### src/rtl/tpm_pkg.sv
// constants and types shared by the throttle pin monitor
package tpm_pkg;

  // ---------------------------------------------------------------
  // register map (byte addresses)
  // ---------------------------------------------------------------
  localparam logic [4:0] OFF_PERIOD = 5'h08;
  localparam logic [4:0] OFF_STATUS = 5'h0C;
  localparam logic [4:0] OFF_COUNT  = 5'h10;
  localparam logic [4:0] OFF_LIMIT  = 5'h14;

  // ---------------------------------------------------------------
  // status/control field positions
  // ---------------------------------------------------------------
  localparam int BIT_MON_ON   = 0;
  localparam int BIT_PIN_VIEW = 1;
  localparam int BIT_AIE      = 2;
  localparam int BIT_PIE      = 3;
  localparam int BIT_SRST     = 4;
  localparam int BIT_FILT_ON  = 5;
  localparam int BIT_AFLAG    = 10;
  localparam int BIT_PFLAG    = 11;

  // ---------------------------------------------------------------
  // widths, limits and timing
  // ---------------------------------------------------------------
  localparam int          CNT_W       = 16;
  localparam int          PER_W       = 24;
  localparam int          TICK_W      = 16;
  localparam int          FILT_DEPTH  = 3;
  localparam logic [15:0] CNT_MAX     = 16'hFFFF;
  localparam int          CLK_PER_PS  = 5000;
  localparam int          TICK_PER_PS = 10000000;
  localparam int          TICK_CYC    = TICK_PER_PS / CLK_PER_PS;

  // ---------------------------------------------------------------
  // whole state of the monitor
  // ---------------------------------------------------------------
  typedef struct packed {
    logic                  ack;
    logic [31:0]           rdata;
    logic [TICK_W-1:0]     tick_cnt;
    logic [FILT_DEPTH-1:0] samp;
    logic                  filt;
    logic                  pin_view;
    logic [CNT_W-1:0]      acnt;
    logic [7:0]            hold;
    logic [PER_W-1:0]      pcnt;
    logic [PER_W-1:0]      period;
    logic [CNT_W-1:0]      limit;
    logic                  pflag;
    logic                  aflag;
    logic                  filt_on;
    logic                  pie;
    logic                  aie;
    logic                  mon_on;
  } tpm_state_t;

  localparam tpm_state_t RESET_ST = '{
    ack:      1'h0,
    rdata:    32'h0000_0000,
    tick_cnt: 16'h0000,
    samp:     3'h7,
    filt:     1'h1,
    pin_view: 1'h0,
    acnt:     16'h0000,
    hold:     8'h00,
    pcnt:     24'h00_0000,
    period:   24'h00_0000,
    limit:    16'h0000,
    pflag:    1'h0,
    aflag:    1'h0,
    filt_on:  1'h0,
    pie:      1'h0,
    aie:      1'h0,
    mon_on:   1'h0
  };

endpackage : tpm_pkg

### src/rtl/tpm_monitor.sv
// throttle pin monitor: status/control and single-assertion counter
module tpm_monitor #(
  parameter int TICK_CYC = tpm_pkg::TICK_CYC
) (
  input  wire logic        clk_sys,
  input  wire logic        rst_n,
  input  wire logic        ce,
  input  wire logic        hot_throttle_n,
  input  wire logic [4:0]  avs_address,
  input  wire logic        avs_read,
  input  wire logic        avs_write,
  input  wire logic [31:0] avs_writedata,
  input  wire logic [3:0]  avs_byteenable,
  output logic      [31:0] avs_readdata,
  output logic             avs_waitrequest,
  output logic             irq
);

  // ---------------------------------------------------------------
  // state and decode
  // ---------------------------------------------------------------
  tpm_pkg::tpm_state_t st_q;
  tpm_pkg::tpm_state_t st_d;

  logic req;
  logic accept;
  logic wr_go;
  logic tick;
  logic run;
  logic eff_pin;
  logic viol;
  logic wr_status;
  logic srst;

  function automatic logic hit(input logic [4:0] a,
                               input logic [4:0] off);
    hit = (a[4:2] == off[4:2]);
  endfunction : hit

  assign req       = avs_read | avs_write;
  assign accept    = req & ~st_q.ack & ce;
  assign wr_go     = avs_write & st_q.ack & ce;
  assign wr_status = wr_go & hit(avs_address, tpm_pkg::OFF_STATUS);
  // self-clearing: the bit is never stored, so it always reads zero
  assign srst      = wr_status & avs_byteenable[0]
                   & avs_writedata[tpm_pkg::BIT_SRST];
  // free-running divider, not gated by the monitor enable
  assign tick      = (st_q.tick_cnt == 16'(TICK_CYC - 1));
  assign run       = ce & st_q.mon_on;
  assign eff_pin   = st_q.filt_on ? st_q.filt : hot_throttle_n;
  assign viol      = (st_q.limit != 16'h0000)
                   & (st_q.acnt >= st_q.limit);

  // one wait state: read data is registered at the accept edge
  assign avs_waitrequest = req & ~(st_q.ack & ce);
  assign avs_readdata    = st_q.rdata;
  // level request from flag and enable flops
  assign irq = (st_q.pflag & st_q.pie)
             | (st_q.aflag & st_q.aie);

  // ---------------------------------------------------------------
  // read mux
  // ---------------------------------------------------------------
  function automatic logic [31:0] rd_word(input tpm_pkg::tpm_state_t s,
                                          input logic [4:0] a,
                                          input logic [3:0] be);
    logic [31:0] w;
    w = 32'h0000_0000;
    if (hit(a, tpm_pkg::OFF_PERIOD))
      w = {8'h00, s.period};
    else if (hit(a, tpm_pkg::OFF_STATUS))
    begin
      w[tpm_pkg::BIT_PFLAG]    = s.pflag;
      w[tpm_pkg::BIT_AFLAG]    = s.aflag;
      w[tpm_pkg::BIT_FILT_ON]  = s.filt_on;
      w[tpm_pkg::BIT_PIE]      = s.pie;
      w[tpm_pkg::BIT_AIE]      = s.aie;
      w[tpm_pkg::BIT_PIN_VIEW] = s.pin_view;
      w[tpm_pkg::BIT_MON_ON]   = s.mon_on;
    end
    else if (hit(a, tpm_pkg::OFF_COUNT))
    begin
      // narrow reads that skip byte zero see the held upper byte
      if (!be[0] && be != 4'hF)
        w = {16'h0000, s.hold, s.acnt[7:0]};
      else
        w = {16'h0000, s.acnt};
    end
    else if (hit(a, tpm_pkg::OFF_LIMIT))
      w = {16'h0000, s.limit};
    rd_word = w;
  endfunction : rd_word

  // ---------------------------------------------------------------
  // next state
  // ---------------------------------------------------------------
  always_comb
  begin
    st_d = st_q;
    if (ce)
    begin
      st_d.ack = req & ~st_q.ack;
      st_d.tick_cnt = tick ? 16'h0000 : st_q.tick_cnt + 16'h0001;

      if (accept && avs_read)
      begin
        st_d.rdata = rd_word(st_q, avs_address, avs_byteenable);
        if (hit(avs_address, tpm_pkg::OFF_COUNT) && avs_byteenable[0])
          st_d.hold = st_q.acnt[15:8];
      end

      if (run)
      begin
        st_d.pin_view = hot_throttle_n;
        if (tick)
        begin
          st_d.samp = {st_q.samp[1:0], hot_throttle_n};
          // change only after three equal samples in a row
          if (st_d.samp == {3{st_d.samp[0]}})
            st_d.filt = st_d.samp[0];
          if (eff_pin)
            st_d.acnt = 16'h0000;
          else if (st_q.acnt != tpm_pkg::CNT_MAX)
            st_d.acnt = st_q.acnt + 16'h0001;
          if (st_q.period != 24'h00_0000)
          begin
            if (st_q.pcnt <= 24'h00_0001)
              st_d.pcnt = st_q.period;
            else
              st_d.pcnt = st_q.pcnt - 24'h00_0001;
          end
        end
      end

      // software clears first, so a hardware set below wins
      if (wr_status && avs_byteenable[1])
      begin
        if (avs_writedata[tpm_pkg::BIT_PFLAG])
          st_d.pflag = 1'b0;
        if (avs_writedata[tpm_pkg::BIT_AFLAG] && !viol)
          st_d.aflag = 1'b0;
      end
      if (run && tick && st_q.period != 24'h00_0000
          && st_q.pcnt == 24'h00_0001)
        st_d.pflag = 1'b1;
      if (run && viol)
        st_d.aflag = 1'b1;

      if (wr_status && avs_byteenable[0])
      begin
        st_d.filt_on = avs_writedata[tpm_pkg::BIT_FILT_ON];
        st_d.pie     = avs_writedata[tpm_pkg::BIT_PIE];
        st_d.aie     = avs_writedata[tpm_pkg::BIT_AIE];
        st_d.mon_on  = avs_writedata[tpm_pkg::BIT_MON_ON];
      end
      if (wr_go && hit(avs_address, tpm_pkg::OFF_PERIOD))
      begin
        if (avs_byteenable[0])
          st_d.period[7:0] = avs_writedata[7:0];
        if (avs_byteenable[1])
          st_d.period[15:8] = avs_writedata[15:8];
        if (avs_byteenable[2])
          st_d.period[23:16] = avs_writedata[23:16];
        st_d.pcnt = 24'h00_0000;
      end
      if (wr_go && hit(avs_address, tpm_pkg::OFF_LIMIT))
      begin
        if (avs_byteenable[0])
          st_d.limit[7:0] = avs_writedata[7:0];
        if (avs_byteenable[1])
          st_d.limit[15:8] = avs_writedata[15:8];
      end

      if (srst)
      begin
        // read data and divider survive the monitor reset; ack is cleared
        st_d          = tpm_pkg::RESET_ST;
        st_d.ack      = st_q.ack & 1'b0;
        st_d.rdata    = st_q.rdata;
        st_d.tick_cnt = tick ? 16'h0000 : st_q.tick_cnt + 16'h0001;
      end
    end
  end

  always_ff @(posedge clk_sys or negedge rst_n)
  begin
    if (!rst_n)
      st_q <= tpm_pkg::RESET_ST;
    else
      st_q <= st_d;
  end
endmodule : tpm_monitor

### config.mk
export PLATFORM = sky130hd
export DESIGN_NAME = tpm_monitor
export DESIGN_NICKNAME = d
export VERILOG_FILES = /design/src/rtl/tpm_pkg.sv /design/src/rtl/tpm_monitor.sv
export SDC_FILE = /design/constraint.sdc
export NUM_CORES = 1
export LEC_CHECK = 0
export BUFFER_PORTS_ARGS = -buffer_cell sky130_fd_sc_hd__buf_2
export CAP_MARGIN = 20
export CORE_ASPECT_RATIO = 1.4
export CORE_MARGIN = 3
export CORE_UTILIZATION = 30
export CTS_CLUSTER_DIAMETER = 80
export CTS_CLUSTER_SIZE = 25
export DETAILED_ROUTE_END_ITERATION = 8
export GPL_TIMING_DRIVEN = 0
export PLACE_DENSITY = 0.44
export SYNTH_ARGS = -nofsm -noshare
export SYNTH_HDL_FRONTEND = slang
export SYNTH_SLANG_ARGS = --single-unit
### constraint.sdc
create_clock -name clk_sys -period 2.4 [get_ports clk_sys]
set_input_delay 0 -clock clk_sys [delete_from_list [all_inputs] [get_ports clk_sys]]
set_output_delay 0 -clock clk_sys [all_outputs]
set_load 0.02 [all_outputs]
==> Yosys cells after proc, flatten, opt, wreduce, memory -nomap -nowiden <==
Index checks and enable logic that the tools add are counted.
{ "op_classes": {"n_bitwise": 18, "n_mux": 37, "n_eq_ne": 9, "n_addsub": 3, "order_cmp": 2, "reduce_logical": 50} }
{ "ops": {"columns": ["op", "n"], "rows": [
  ["148-bit two-way mux", 1],
  ["16-bit two-way mux", 7],
  ["24-bit two-way mux", 4],
  ["32-bit two-way mux", 3],
  ["48-bit two-way mux", 1],
  ["8-bit two-way mux", 5],
  ["16-bit by 1-bit adder with 16-bit output, second input constant", 2],
  ["3-bit AND reduction", 10],
  ["24-bit by 1-bit equality test with 1-bit output, second input constant", 1],
  ["24-bit by 1-bit less-or-equal comparator with 1-bit output, second input constant", 1],
  ["24-bit nonzero test", 1],
  ["3-bit nonzero test", 8],
  ["24-bit by 1-bit subtractor with 24-bit output, second input constant", 1],
  ["2-bit nonzero test", 11],
  ["21-bit two-way mux", 1],
  ["20-bit two-way mux", 1],
  ["16-bit by 11-bit equality test with 1-bit output, second input constant", 1],
  ["16-bit greater-or-equal comparator", 1],
  ["4-bit two-way mux", 4],
  ["16-bit inequality test, second input constant", 1],
  ["16-bit nonzero test", 1],
  ["1-bit AND", 13],
  ["1-bit logical AND", 12],
  ["4-bit AND reduction", 3],
  ["10 further kinds", 25]
]} }
{ "totals": {"register_bits": 147, "in_bits": 47, "word_cells": 139} }

==> Logic depth before layout (Yosys ltp) <==
{ "depth": {"word_depth": 8, "mapped_depth": 11} }

==> Least setup slack after synthesis <==
Ideal clock, no wire load.
{ "synth_timing": {"path_kind": "register to register", "startpoint": "register st_q[78] (netlist bit)", "endpoint": "register st_q[89] (netlist bit)", "t_required_ns": 2.290, "stages_incl_launch_ff": 9, "period_less_slack_ns": 2.159, "arrival_ns": 2.049, "path_slack_ns": 0.241, "n_path_buf": 1, "cell_sequence": "dfrtp_1 -> ha_1 -> nand3_1 -> or2_1 -> or4_4 -> o22ai_4 -> buf_4 -> o21ai_0 -> o41ai_1"} }
{ "synth_between": {"elab_chain_len": 6, "elab_cells_between_ends": 9, "classes_between": "add/sub: 1; eq/ne: 1; mux: 5; reduce/logical: 2"} }
{ "synth_lines": {"columns": ["element", "line_no", "rtl"], "rows": [
  ["from (decl)", "tpm_monitor.sv:22", "tpm_pkg::tpm_state_t st_q;"],
  ["from (signal assigned)", "tpm_monitor.sv:188", "st_q <= tpm_pkg::RESET_ST;"],
  ["from (signal assigned)", "tpm_monitor.sv:190", "st_q <= st_d;"],
  ["16-bit by 1-bit adder with 16-bit output", "tpm_monitor.sv:124", "st_d.acnt = st_q.acnt + 16'h0001;"],
  ["16-bit two-way mux", "tpm_monitor.sv:123", "else if (st_q.acnt != tpm_pkg::CNT_MAX)"],
  ["16-bit two-way mux", "tpm_monitor.sv:121", "if (eff_pin)"],
  ["16-bit two-way mux", "tpm_monitor.sv:115", "if (tick)"],
  ["21-bit two-way mux", "tpm_monitor.sv:112", "if (run)"],
  ["148-bit two-way mux", "tpm_monitor.sv:174", "if (srst)"]
]} }
Parallel ways exist; a longest one is shown, timed or not. The select of a mux whose other input is x is not followed.
A chain may end at the register's enable or synchronous reset.

==> Worst setup path after layout <==
{ "layout_timing": {"startpoint": "register st_q[63] (netlist bit)", "endpoint": "register st_q[49] (netlist bit)"} }
{ "layout_between": {"elab_chain_len": 7} }
{ "layout_lines": {"columns": ["element", "line_no", "rtl"], "rows": [
  ["24-bit by 1-bit less-or-equal comparator with 1-bit output", "tpm_monitor.sv:127", "if (st_q.pcnt <= 24'h00_0001)"],
  ["24-bit two-way mux", "tpm_monitor.sv:127", null],
  ["24-bit two-way mux", "tpm_monitor.sv:125", "if (st_q.period != 24'h00_0000)"],
  ["24-bit two-way mux", "tpm_monitor.sv:115", null],
  ["24-bit two-way mux", "tpm_monitor.sv:112", null],
  ["48-bit two-way mux", "tpm_monitor.sv:156", "if (wr_go && hit(avs_address, tpm_pkg::OFF_PERIOD))"],
  ["148-bit two-way mux", "tpm_monitor.sv:174", null]
]} }
No other way between the ends. The select of a mux whose other input is x is not followed.

==> results.py <==
metrics = {
    "yosys": {
        "syn_inst": 837,
        "synth_area_leaders": "dfrtp_1 (44%), o21ai_0 (5.8%), nand2_1 (5.0%)",
        "yosysWarnings": 0,
        "synth_top_area_share_pct": 44.1,
        "seq_area_frac_synth_pct": 45.1,
        "synth_top_family_by_area": "simple AND/OR/NAND/NOR gates",
        "syn-cell-area_um2": 7720,
        "post-synth-top-area-cell": "dfrtp_1",
        "synth_edf_count": 0,
        "synth_cell_types": 61,
        "synthSimpleGateAreaFrac_pct": 19.8,
        "synth_compound_area_share_pct": 19.8,
        "syn_avg_cell_area_um2": 9.23,
        "ys.flop_type": "dfrtp_1",
        "ys_ff_latch": 139,
        "synth_mux_area_share_pct": 3.64,
        "synthAdderAreaFrac_pct": 3.24,
        "synth_xor_area_share_pct": 1.70,
        "async_flop_share_pct": 100,
    },
    "clock_tree": {
        "htreeDepth": 4,
        "clk_pin_slew_worst_paths_ps": 70,
        "cts_tree": "built",
        "clock_path_buffers": 2,
        "root_buffer": "clkbuf_16",
        "cts_buffers": 17,
        "clock_sinks": 139,
        "clk_latency_ps": 430,
    },
    "worst_setup_path": {
        "arrival_ps": 2600,
        "crit_type": "reg2reg",
        "cpPeakStageDelay_ps": 500,
        "worstSetupStartpointType": "flip-flop",
        "required_ps": 2710,
        "critPathCaptureType": "flip-flop",
        "critPathSlowestCell": "or3_1",
        "crit_chain": "or3_1, and4b_1, and3_1, clkbuf_4, buf_6, o211ai_1, a32o_1",
        "critPathMaxFanout": 10,
    },
    "drt": {
        "vias": 6772,
        "antenna_left": 0,
        "wl_per_cell_um": 19.8,
        "avgViaCountPerCell": 5.23,
        "first_pass_iters": 5,
        "drc_errors": 0,
        "totalWireLength_um": 25700,
        "drt_iter0_drc": 392,
    },
    "grt": {
        "grt_pass1_vias": 6882,
        "grt_pass1_wl_um": 40200,
        "gr-total-overflow": 0,
        "antenna_found_initial": 0,
        "grt_max_degree": 91,
        "track_usage_pct": 18.8,
    },
    "die": {
        "ioPinCount": 81,
        "die_y_um": 196,
        "start_util_pct": 30.9,
        "row_count": 68,
        "coreArea_um2": 25000,
        "die-width_um": 142,
        "die_area_um2": 27700,
    },
    "cells_and_area": {
        "drive_above_1_share_pct": 20.3,
        "antenna-diode-count": 0,
        "final_common_cell": "dfrtp_1",
        "syn_to_final_growth_pct": 24.4,
        "fin_nets": 1033,
        "final_cells": 1294,
        "final_util_pct": 38.4,
        "layout_common_cells": "dfrtp_1 (131), nand2_1 (101), o21ai_0 (90)",
    },
    "sta": {
        "period_share_pct": 95.3,
        "slew_violations": 0,
        "setup_viol": 0,
        "hold_viol": 0,
        "max_freq_mhz": 437,
        "holdWs_ps": 37.6,
        "slew_headroom_pct": 45.0,
        "grt_setup_unrepaired": "false",
        "finalCriticalPeriod_ps": 2290,
        "skew_ps": 13.5,
        "tightest_slew_ps": 818,
        "fin_tns_setup_ps": 0,
    },
    "flow_run": {
        "cap_violations": 0,
    },
    "status": {
        "status": "finished, final reports clean",
    },
    "place": {
        "hpwl_um": 19100,
        "post-place-cells": 1220,
        "io_buffers": 59,
        "routabilityCongestion": 0.836,
    },
    "min_path": {
        "hp-class": "in2reg",
    },
    "pwr": {
        "ir_drop_mv": 0.508,
        "leakagePower_nw": 4.35,
        "power_density_nw_per_um2": 809,
    },
}
-- final timing paths --
check,slack (ps),from,cells past startpoint,to
max in group asynchronous,1480,rst_n,3,st_q[78]
worst min register to register,480,avs_readdata[7],2,avs_readdata[7]
min in group asynchronous,70,rst_n,2,avs_readdata[18]
worst max register to register,110,st_q[63],7,st_q[49]
worst max-delay path,110,st_q[63],7,st_q[49]
worst min-delay path,40,avs_write,4,st_q[147]
-- flip-flops by register name, summed over array words and instances, names as in the netlist --
| register | count |
|---|---|
| avs_readdata | 24 |
| st_q | 115 |
-- synth_stat cells, types with 3 or more instances --
| cell type | count |
|---|---|
| o21a_1 | 3 |
| and2_1 | 6 |
| buf_2 | 10 |
| ha_1 | 20 |
| nor4_1 | 17 |
| o21ai_0 | 90 |
| o31ai_1 | 14 |
| buf_4 | 36 |
| dfstp_2 | 3 |
| o211ai_1 | 3 |
| nand2b_1 | 7 |
| a22o_1 | 37 |
| inv_1 | 25 |
| or3_1 | 9 |
| and4_1 | 4 |
| xor2_1 | 6 |
| a31oi_1 | 4 |
| dfrtp_1 | 136 |
| xnor2_1 | 9 |
| a21oi_1 | 40 |
| nor2_1 | 55 |
| o22a_1 | 6 |
| nand4_1 | 12 |
| nand2_1 | 103 |
| mux2i_1 | 27 |
| o22ai_1 | 4 |
| a22oi_1 | 6 |
| a211oi_1 | 5 |
| and3_1 | 7 |
| or4_1 | 6 |
| nand3_1 | 34 |
| nand3_2 | 3 |
| nor3_1 | 18 |
| clkbuf_1 | 25 |
| a32o_1 | 11 |
-- through the flow --
| stage | power (mW) | cell area, um2 | setup WS (ps) |
|---|---|---|---|
| after floorplan | 4.26 | 7750 | 241 |
| after global placement | 4.98 | 8440 | -933 |
| after detailed placement | 4.98 | 8480 | -345 |
| after CTS | 7.77 | 9490 | 7.04 |
| after global routing | 8.21 | 9610 | 2.64 |
| final | 7.78 | 9610 | 112 |
-- critical path: cells and delay by family (launching register included) --
kind	cells	cell delay [ps]
AOI/OAI and AO/OA	2	400
DFF	1	420
buffers and inverters	2	340
and+or+nand+nor	3	1000
-- final cells by class --
class / instances / area (um2)
plain buffers: 71 / 449
clock buffers: 18 / 439
clock inverters: 14 / 160
fillers: 2545 / 15400
inverters: 25 / 93.8
multi-input cells: 607 / 3850
flip-flops and latches: 139 / 3490
well taps: 315 / 394
repair buffers: 105 / 737
-- per-layer routing --
layer	global-route usage, %	wire length, um	vias to the layer above
li1	-	-	3292
met1	23.0	10800	3289
met2	32.9	13300	150
met3	3.10	757	41
met4	7.33	845	0
met5	0	0	-
-- cell families after synthesis --
logic type / count (synthesis)
other: 1
multiplexers: 28
adder cells (fa/ha/maj): 20
buffers and inverters: 98
AO/OA/AOI/OAI: 235
XOR/XNOR: 15
AND/OR/NAND/NOR: 301
flip-flops: 139
-- repair_timing --
item                                    4_1_cts  5_1_grt
cloned                                        1        0
hold endpoints to repair                     98        0
resized for setup                            21       23
pin swaps                                     2        6
hold buffers                                 28        0
endpoints found under the setup margin       56       39
buffers inserted                              7        8
-- where the power goes --
group          leakage [nW]  internal, mW  switching [mW]  total [mW]
Sequential             1.85          2.65           0.349        3.00
Clock                 0.274          1.58            1.12        2.70
Combinational          2.23         0.834            1.24        2.08
No activity file was read; power rests on OpenSTA's default activity.
